--- config.mk ---
export PLATFORM = sky130hd
export DESIGN_NAME = acc_top
export DESIGN_NICKNAME = d
export VERILOG_FILES = /design/src/acc_channel.v /design/src/acc_top.v
export VERILOG_INCLUDE_DIRS = /design/src /design/src/shared
export SDC_FILE = /design/constraint.sdc
export NUM_CORES = 1
export LEC_CHECK = 0
export BUFFER_PORTS_ARGS = -buffer_cell sky130_fd_sc_hd__buf_2
export CORE_ASPECT_RATIO = 0.6
export CORE_MARGIN = 2
export CORE_UTILIZATION = 67
export DETAILED_ROUTE_END_ITERATION = 12
export PLACE_DENSITY = 0.84
export SETUP_SLACK_MARGIN = 0.3
export SYNTH_ARGS = -nofsm -noshare
export SYNTH_HDL_FRONTEND = slang
export SYNTH_SLANG_ARGS = --single-unit
--- constraint.sdc ---
create_clock -name mclk_i -period 56.7 [get_ports mclk_i]
set_clock_uncertainty 0.2 [all_clocks]
set_input_delay 2.835 -clock mclk_i [delete_from_list [all_inputs] [get_ports mclk_i]]
set_output_delay 2.835 -clock mclk_i [all_outputs]
set_load 0.1 [all_outputs]
--- src/shared/acc_defines.vh ---
// Constants for the analog command conditioning block
`ifndef ACC_DEFINES_VH
`define ACC_DEFINES_VH
`define ACC_MID        8'h80
`define ACC_SYNC_RESET 8'h00
`define ACC_FULL       8'h7f
`define ACC_DB_RESET   3'h3
`define ACC_DB_STEP    8'h03
`define ACC_SAT_MARGIN 8'h06
`define ACC_CURVE_LIN  3'h0
`define ACC_CURVE_EXP  3'h1
`define ACC_CURVE_LOG  3'h2
`define ACC_FB_OPEN    2'h0
`define ACC_FB_ENC     2'h1
`define ACC_FB_ANALOG  2'h2
`define ACC_FB_RSVD    2'h3
`define ACC_ST_HOLD    2'h0
`define ACC_ST_RUN     2'h1
`endif

--- src/acc_channel.v ---
// One channel: conversion, deadband with rescale, and curve
`include "acc_defines.vh"
module acc_channel (
  input  wire [7:0] code_i,
  input  wire [2:0] db_i,
  input  wire [2:0] curve_i,
  output reg  [7:0] cmd_o,
  output reg        centred_o
);
  reg  [7:0]  mag;
  reg         neg;
  reg  [7:0]  band;
  reg  [7:0]  span;
  reg  [15:0] prod;
  reg  [7:0]  lin;
  reg  [15:0] sq;
  reg  [7:0]  shaped;
  reg  [15:0] quo;
  reg  [15:0] tmp;
  always @* begin
    quo = 16'h0000;
    tmp = 16'h0000;
    // Offset binary to sign and magnitude, clipped to 127
    neg = (code_i < `ACC_MID);
    mag = neg ? (`ACC_MID - code_i) : (code_i - `ACC_MID);
    if (mag > `ACC_FULL)
      mag = `ACC_FULL;
    band = db_i * `ACC_DB_STEP;
    centred_o = (mag <= band);
    span = `ACC_FULL - band - `ACC_SAT_MARGIN;
    prod = 16'h0000;
    lin = 8'h00;
    if (mag > band) begin
      prod = (mag - band) * `ACC_FULL;
      if (mag >= band + span)
        lin = `ACC_FULL;
      else begin
        quo = prod / {8'h00, span};
        lin = quo[7:0];
      end
    end
    sq = lin * lin;
    case (curve_i)
      `ACC_CURVE_EXP: begin
        tmp    = sq / {8'h00, `ACC_FULL};
        shaped = tmp[7:0];
      end
      `ACC_CURVE_LOG: begin
        // Sixteen bits wide so the product does not wrap
        tmp    = (({8'h00, `ACC_FULL} - {8'h00, lin}) * {8'h00, lin}) / {8'h00, `ACC_FULL};
        shaped = lin + {1'b0, tmp[7:1]};
      end
      default: begin
        shaped = lin;
      end
    endcase
    cmd_o = neg ? (8'h00 - shaped) : shaped;
  end
endmodule // acc_channel

--- src/acc_top.v ---
// Analog command conditioning top: sync, config, mixing and safety hold
`include "acc_defines.vh"
module acc_top (
  input  wire       mclk_i,
  input  wire       arst_n_i,
  input  wire [7:0] ch1_code_i,
  input  wire [7:0] ch2_code_i,
  input  wire [2:0] db_cfg_i,
  input  wire       db_load_i,
  input  wire [2:0] curve_cfg_i,
  input  wire       mixed_i,
  input  wire [1:0] fb_sel_i,
  input  wire       pwr_ctrl_i,
  input  wire       undervolt_i,
  output reg  [7:0] m1_cmd_o,
  output reg  [7:0] m2_cmd_o,
  output reg        motor_en_o,
  output reg        not_centred_o,
  output reg  [2:0] db_o,
  output reg        fb_err_o
);
  // ***************************************
  // Input synchronisers
  // ***************************************
  // Converter words are sampled asynchronously; levels only, held steady
  reg [7:0] c1_s1, c1_s2, c2_s1, c2_s2;
  reg       uv_s1, uv_s2, pc_s1, pc_s2;
  always @(posedge mclk_i or negedge arst_n_i) begin
    if (!arst_n_i) begin
      // Reset off-centre, so the hold cannot release before real codes arrive
      c1_s1 <= `ACC_SYNC_RESET;
      c1_s2 <= `ACC_SYNC_RESET;
      c2_s1 <= `ACC_SYNC_RESET;
      c2_s2 <= `ACC_SYNC_RESET;
      uv_s1 <= 1'b0;
      uv_s2 <= 1'b0;
      pc_s1 <= 1'b0;
      pc_s2 <= 1'b0;
    end else begin
      c1_s1 <= ch1_code_i;
      c1_s2 <= c1_s1;
      c2_s1 <= ch2_code_i;
      c2_s2 <= c2_s1;
      uv_s1 <= undervolt_i;
      uv_s2 <= uv_s1;
      pc_s1 <= pwr_ctrl_i;
      pc_s2 <= pc_s1;
    end
  end

  // ***************************************
  // Stored deadband parameter
  // ***************************************
  always @(posedge mclk_i or negedge arst_n_i) begin
    if (!arst_n_i)
      db_o <= `ACC_DB_RESET;
    else if (db_load_i)
      db_o <= db_cfg_i;
  end

  // ***************************************
  // Channel conditioning
  // ***************************************
  wire [7:0] s1, s2;
  wire       cen1, cen2;
  acc_channel u_ch1 (
    .code_i    (c1_s2),
    .db_i      (db_o),
    .curve_i   (curve_cfg_i),
    .cmd_o     (s1),
    .centred_o (cen1)
  );
  acc_channel u_ch2 (
    .code_i    (c2_s2),
    .db_i      (db_o),
    .curve_i   (curve_cfg_i),
    .cmd_o     (s2),
    .centred_o (cen2)
  );

  // Saturating signed add, used for both mixed outputs
  function [7:0] sat_add;
    input [7:0] a;
    input [7:0] b;
    reg   [8:0] s;
    begin
      s = {a[7], a} + {b[7], b};
      if (!s[8] && s[7])
        sat_add = `ACC_FULL;
      else if (s[8] && !s[7])
        sat_add = 8'h00 - `ACC_FULL;
      else
        sat_add = s[7:0];
    end
  endfunction

  reg [7:0] next_m1, next_m2;
  always @* begin
    if (mixed_i) begin
      next_m1 = sat_add(s1, s2);
      next_m2 = sat_add(s1, 8'h00 - s2);
    end else begin
      next_m1 = s1;
      next_m2 = s2;
    end
  end

  // ***************************************
  // Safety hold state machine
  // ***************************************
  // Analog feedback is refused: its input is taken by the command
  wire fb_bad = (fb_sel_i == `ACC_FB_ANALOG) || (fb_sel_i == `ACC_FB_RSVD);
  wire uv_trip = pc_s2 && uv_s2;
  reg  [1:0] state;
  reg  [1:0] next_state;
  always @* begin
    case (state)
      `ACC_ST_HOLD: next_state = (cen1 && cen2 && !uv_trip) ? `ACC_ST_RUN : `ACC_ST_HOLD;
      `ACC_ST_RUN:  next_state = uv_trip ? `ACC_ST_HOLD : `ACC_ST_RUN;
      default:      next_state = `ACC_ST_HOLD;
    endcase
  end

  always @(posedge mclk_i or negedge arst_n_i) begin
    if (!arst_n_i) begin
      state         <= `ACC_ST_HOLD;
      m1_cmd_o      <= 8'h00;
      m2_cmd_o      <= 8'h00;
      motor_en_o    <= 1'b0;
      not_centred_o <= 1'b1;
      fb_err_o      <= 1'b0;
    end else begin
      state         <= next_state;
      fb_err_o      <= fb_bad;
      not_centred_o <= (next_state == `ACC_ST_HOLD);
      // Outputs forced to zero while holding, so no jump on release
      if (next_state == `ACC_ST_RUN && !fb_bad) begin
        motor_en_o <= 1'b1;
        m1_cmd_o   <= next_m1;
        m2_cmd_o   <= next_m2;
      end else begin
        motor_en_o <= 1'b0;
        m1_cmd_o   <= 8'h00;
        m2_cmd_o   <= 8'h00;
      end
    end
  end
endmodule // acc_top

==> summary by stage, run 1 <==
STA
The post-layout minimum cycle time is ~49 ns. Setup repair after global routing left no endpoint under its margin. The worst path uses between 80 and 90% of the clock period. The measured slew at the worst slew-check pin is 1.24 ns. The number of hold violations in the final report is 0. Timing would allow up to 20.3 MHz.

The sum of negative setup slack is 0 ns. The final count of pins violating max slew was 0. The worst slew slack as a fraction of its limit is around 17%.

Setup violations remaining at the end of the flow were counted as 0.

Route
The iteration count of the initial detailed-routing pass is 7. Summing over every cut layer, the via total after detailed routing is 30.5k. The number of design rule violations left after detail routing is 0. The count of nets left with antenna violations once routing finished came out at 0. Dividing the detail-routed wire length by the instance count gives between 15 and 20 um. The average vias per placed instance is 6.45. The routed wire length is 84.2 mm. After the first detailed-routing iteration, the DRC count stood at 3145.

Worst setup path
The most common cell type on the critical path is sky130_fd_sc_hd__o21a_1. At the worst endpoint, the arrival time is 49.36 ns. The maximum net fanout on the critical path is 18.

The worst stage delay on the critical path is 0.75 ns. Together, buffers and inverters on the worst path number 14. The dominant delay contributor by cell family on the critical path is compound AO/OA/AOI/OAI gates. The type of the worst setup path is reg2reg. Data on the critical path is required at its endpoint by 56.73 ns.

The worst setup path is captured at a flop. The type of element launching the critical path is a flop. The largest individual stage delay along the critical path comes from the cell sky130_fd_sc_hd__fa_1.

Global routing
The first global-routing pass estimated 141 mm of wire. Global routing used between 30% and 40% of the available tracks across all layers. Summed over all layers, the global routing overflow is 0. The number of global-route vias before repair is 27.9k. The initial antenna violation count is 2. The largest net degree at the start of global routing is 60.

Cells and area
From synthesis to final layout, the design area changed by 4.03%. The net count of the finished layout is 4710. Of the cells placed in the final design, the portion with a size suffix greater than 1 is 7.87%. After filler insertion, the fill cell instance count of the layout stands at 3799.

The repair_antennas step left the layout with diodes totalling 0.

Floorplanning
The row count is 61. The placeable core region is 46000 sq um. The number of primary I/O pins is 52. The initial core utilization is 67.5%. The die height is between 150 and 200 um. The die covers 48100 sq um.

The die outline width is 282 um.

Logic synthesis
The number of enable flip-flop cells after synthesis is 0. The dominant register cell in the synthesized netlist is sky130_fd_sc_hd__dfrtp_1. Counting flops with an async set or reset pin after synthesis yields a share of 100%.

The share of the Yosys chip area taken by registers is ~4.8%. Dividing the synthesized area by the synthesized cell count gives approximately 7.6 sq um. The total of flip-flops plus latches after synthesis is 59. Summing the areas of all and, or, nand and nor instances in the mapped netlist gives 21.5% of the synthesized area. Summing every instance area after synthesis gives just over 30000 sq um. Of the total synthesized cell area, the portion taken by XOR and XNOR cells is 7.73%.

The number of warning messages in the yosys log is 0. The portion of synthesized area spent on multiplexers is under 10%. Synthesis instantiated 145 different standard cells from the library.

Synthesis produced 4083 cells. The share of synthesized cell area in full adder, half adder and majority cells is 28.6%. The main combinational cell family by area after synthesis is adder cells. The synthesized netlist devotes a little over a quarter of its cell area to compound gates.

Clocking
The clock net in this run drives a total of 59 sinks. TritonCTS built the clock tree. After clock tree synthesis, the repair step resized 0 gates. The maximum level of the CTS H-tree is 3. The clock latency on the worst-skew pair is about 0.36 ns. The cell sitting at the root of the clock tree is a sky130_fd_sc_hd__clkbuf_16.

The hold buffer count at CTS is 0. After clock tree synthesis, the clock-pin slew on the worst setup and hold paths is 0.06 ns. The number of clock buffers added by TritonCTS is 9. The post-CTS setup repair buffer count is 0. The clock passes through at most 2 buffers.

Flow run
The max-capacitance violation count is 0.

Placed design
Input and output buffers added on the ports amount to 50. Routability-driven placement finished with a final weighted congestion of between 0.9 and 1. The HPWL after detailed placement is roughly 70 mm.

Status
The flow ran to the end, and the final reports show no timing, DRC or antenna violations.

Min path
The class of the worst hold path is reg2reg.
[path summary, 6_finish.rpt]
kind	start	end	slack [ns]	cells past startpoint
worst min register to register	c2_s1[2]$_DFF_PN0_	c2_s2[2]$_DFF_PN0_	0.14	0
min in group asynchronous	arst_n_i	uv_s1$_DFF_PN0_	2.45	2
worst max-delay path	db_o[1]$_DFFE_PN1P_	m2_cmd_o[0]$_DFF_PN0_	7.37	186
worst min-delay path	c2_s1[2]$_DFF_PN0_	c2_s2[2]$_DFF_PN0_	0.14	0
max in group asynchronous	arst_n_i	m2_cmd_o[1]$_DFF_PN0_	53.33	2
worst max register to register	db_o[1]$_DFFE_PN1P_	m2_cmd_o[0]$_DFF_PN0_	7.37	186
[through the flow]
step | hold slack [ns] | worst slack (ns) | util [%] | instances | area [sq um]
after floorplan | 0.131 | 15.03 | - | 4085 | 31100
after global placement | 0.133 | 10.05 | 69.5 | 4717 | 32000
after detailed placement | 0.135 | 9.13 | 69.5 | 4717 | 32000
after CTS | 0.147 | 8.83 | 70.2 | 4733 | 32300
after global routing | 0.150 | 4.27 | 70.2 | 4733 | 32300
final | 0.144 | 7.37 | 70.2 | 4733 | 32300
[logic make-up after synthesis]
kind of cell / after synthesis
AO/OA/AOI/OAI: 1163
AND/OR/NAND/NOR: 1343
XOR/XNOR: 258
adder cells (fa/ha/maj): 591
buffers and inverters: 554
other: 1
flip-flops: 59
multiplexers: 114
[cell usage after synthesis (all sizes together), types with 42 or more instances]
| cell type | instances | share of area [%] |
|---|---|---|
| inv | 472 | 5.7 |
| ha | 380 | 15 |
| nor2 | 359 | 4.4 |
| nand2 | 337 | 4.1 |
| a21oi | 253 | 4.2 |
| o21ai | 206 | 3.4 |
| fa | 202 | 13 |
| xnor2 | 168 | 4.9 |
| nor3 | 152 | 2.5 |
| nand3 | 105 | 1.7 |
| o21a | 99 | 2.4 |
| xor2 | 85 | 2.5 |
| a21o | 80 | 1.9 |
| mux2i | 64 | 2.1 |
| clkbuf | 56 | 0.68 |
| dfrtp | 56 | 4.5 |
| o31ai | 56 | 1.4 |
| and2 | 55 | 1.1 |
| nand2b | 53 | 1.1 |
| o211ai | 53 | 1.3 |
| or2 | 52 | 1.0 |
| mux2 | 50 | 1.8 |
| a31oi | 48 | 1.0 |
| a211oi | 42 | 1.1 |
[metal layers]
layer | wire, um | GRT usage [%] | vias up
met4 | 1650 | 7.42 | 0
met3 | 9610 | 6.66 | 143
met5 | 0 | 0 | -
li1 | - | - | 14704
met1 | 40100 | 54.3 | 14175
met2 | 32900 | 49.7 | 1523
[cell type report]
type / instances / area (sq um) / share of cell area, %
multi-input cells: 3472 / 27500 / 85.0
inverters: 476 / 1790 / 5.54
flip-flops and latches: 59 / 1480 / 4.58
well taps: 630 / 788 / 2.44
repair buffers: 80 / 475 / 1.47
clock buffers: 10 / 239 / 0.740
clock inverters: 6 / 63.8 / 0.198
[flip-flops by register name, indices dropped and copies added, names as in the netlist]
register       flops
c1_s1              8
c1_s2              8
c2_s1              8
c2_s2              8
db_o               3
fb_err_o           1
m1_cmd_o           8
m2_cmd_o           8
motor_en_o         1
not_centred_o      1
pc_s1              1
pc_s2              1
state              1
uv_s1              1
uv_s2              1
[layout by cell type, fill, tap and decap left out, drive strengths merged, types with 53 or more instances in the layout]
cell,instances
inv,473
ha,380
nor2,359
nand2,337
a21oi,253
o21ai,206
fa,202
xnor2,168
nor3,152
nand3,105
o21a,99
xor2,85
a21o,80
buf,80
mux2i,64
dfrtp,56
o31ai,56
and2,55
nand2b,53
o211ai,53
[worst register-to-register path: cells and delay by family (launching register included)]
family	cells	cell delay [ns]
AOI/OAI and AO/OA	95	22.18
and+or+nand+nor	36	9.48
adders and majority gates	27	9.97
DFF	1	0.40
xor gates and xnor gates	8	3.08
buffers and inverters	14	1.64
muxes	6	2.21
Power of run 1 is not shown: default switching activity piles up to over one toggle a cycle in this logic, so the estimate is an artifact.
==> run 2, diff against run 1 <==
CORE_ASPECT_RATIO = not set   (was 0.6)
CORE_UTILIZATION = 72   (was 67)
PLACE_DENSITY = 0.9   (was 0.84)
clock period = 60.9 ns   (was 56.7 ns; I/O delays follow)
==> summary by stage, run 2 (synthesis gave the netlist of run 1 again) <==
Status
The flow ran to the end, and the final reports show no timing, DRC or antenna violations.

STA
The final count of pins violating max slew is 0. Across all setup checks in the final design, the least slack found is roughly 12 ns. At the pin with the least slew margin, the transition time is 1.14 ns.

After routing, the total negative slack on setup checks comes to 0 ns. The post-layout minimum cycle time is a little under 50 ns. Headroom to the max-slew limit came out at 23.2%. Setup violations remaining at the end of the flow were counted as 0. The number of hold violations in the final report is 0.

Dividing the final minimum period by the clock period gives 79.7%. Based on the critical path, the design can be clocked at up to a little over 20 MHz. Setup repair after global routing left no endpoint under its margin.

Route
The routed wire length is 81.1 mm. The number of design rule violations left after detail routing is 0. The routed layout has roughly 31k vias. The average vias per placed instance is around 6.6. The iteration count of the initial detailed-routing pass is 7.

After detailed routing, the average wire length per cell comes to roughly 17 um. After the first detailed-routing iteration, the DRC count stood at 2710. The count of nets left with antenna violations once routing finished came out at 0.

Floorplanning
For this configuration, the core starts out at a cell density of 72.6%. The placeable core region is approximately 43000 sq um. 52 I/O pins were placed. The row count is 76.

The die outline width is 212 um. The die height is around 210 um. The die covers 44800 sq um.

Cells and area
In the layout the commonest cells are sky130_fd_sc_hd__inv_1 (467), sky130_fd_sc_hd__ha_1 (380), sky130_fd_sc_hd__nor2_1 (357). The number of antenna diodes in the final layout is 0. The area growth from synthesis to layout is 3.46%.

The end-of-flow core utilization is 75.1%. The number of nets at the end of the flow is 4699. The proportion of layout cells with a drive suffix above 1 is 7.62%. The most common cell after layout, fill and taps aside is sky130_fd_sc_hd__inv_1.

Worst setup path
In this design, the stage delay of the slowest critical-path cell is 0.92 ns. Among the stages of the critical path, the cell type that occurs most often is sky130_fd_sc_hd__o21a_1. Among cell families on the critical path, the largest total delay comes from compound AO/OA/AOI/OAI gates.

The data arrival time at the worst-slack endpoint is 48.52 ns. The critical path in this run is classified as reg2reg. For the worst setup path, the data required time is 60.91 ns. The worst setup path is launched from a flop. For this design, the slowest cell found on the critical path is sky130_fd_sc_hd__nor3b_1. Of all nets on the critical path, the largest fanout is 15.

The number of buffers and inverters on the critical path is 11. The type of element capturing the critical path is a flop.

Clocking
The library cell used as clock root buffer is sky130_fd_sc_hd__clkbuf_16. For this design, the CTS-stage hold fixing added 0 buffers. No sink is reached through more buffers than the 2 on the longest clock path. For the worst-skew pair, the clock arrives at the later sink with an insertion delay of 0.35 ns. TritonCTS built the clock tree. The number of gates resized after CTS was 0.

CTS saw 59 sinks. After clock tree synthesis, the clock-pin slew on the worst setup and hold paths is 0.06 ns. CTS built an H-tree with a depth of 3. Once the clock tree was built, the setup fixing pass inserted 0 buffers. TritonCTS created 9 clock buffers.

Global routing
The number of global-route vias before repair is a little under 30k. The global-route wire length before repair is about 140 mm. The total overflow reported by the global router is 0.

The initial antenna violation count is 3. The largest net degree at the start of global routing is 60. For this run, the total global-route usage over all layers was measured as 36.1%.

Placed design
Buffers placed on the I/O ports in this run total 50. The congestion estimate from routability-driven global placement came to 0.972. Before CTS, the worst setup slack after placement is 13.75 ns.

The detailed placement HPWL is approximately 66 mm.

Min path
The class of the worst hold path is reg2reg.

Flow run
The tool flagged a number of max-cap violations equal to 0.
==> run 2: changes by cell type in the layout (fill, tap and decap cells not counted), sizes merged <==
cell and delta:
buf -11, clkinvlp -1, clkbuf +1
==> run 2: worst reg2reg max path: cells and delay by family (launching register included) <==
family                   cells  cell delay [ns]
AO/OA/AOI/OAI               89            18.24
AND/OR/NAND/NOR             65            15.95
adder cells (fa/ha/maj)     25             9.24
multiplexers                 6             1.82
buffers and inverters       11             1.70
XOR/XNOR                     2             0.71
flip-flops                   1             0.49
==> run 2: metal layers <==
layer / track usage [%] / share of wire (%)
met1: 48.0 / 42
met2: 59.8 / 46
met5: 0 / 0.025
met3: 5.71 / 8.3
met4: 12.3 / 3.6
==> run 2: final timing paths <==
path                                          from               endpoint  slack [ns]  cells after the start
worst max-delay path            c1_s2[2]$_DFF_PN0_  m1_cmd_o[5]$_DFF_PN0_       12.38                    198
worst min-delay path               uv_s1$_DFF_PN0_        uv_s2$_DFF_PN0_        0.15                      0
worst max register to register  c1_s2[2]$_DFF_PN0_  m1_cmd_o[5]$_DFF_PN0_       12.38                    198
worst min register to register     uv_s1$_DFF_PN0_        uv_s2$_DFF_PN0_        0.15                      0
max in group asynchronous                 arst_n_i    db_o[2]$_DFFE_PN0P_       57.33                      2
min in group asynchronous                 arst_n_i  m1_cmd_o[5]$_DFF_PN0_        2.65                      2
==> run 2: final cells by class <==
cell class                 instances  area, sq um
inverter                         476         1790
clock inverter                     5         60.1
multi-input combinational       3472        27500
timing repair buffer              69          393
sequential                        59         1480
clock buffer                      11          253
tap                              546          683
fill                            3202        10700
==> run 2: metrics by stage <==
stage          hold slack, ns  cells  cell area, sq um
2_1_floorplan           0.131   4085             31100
3_3_place_gp            0.131   4622             31800
3_5_place_dp            0.135   4622             31800
4_1_cts                 0.147   4638             32100
5_1_grt                 0.151   4638             32100
6_report                0.145   4638             32100
Power of run 2 is left out for the same reason.
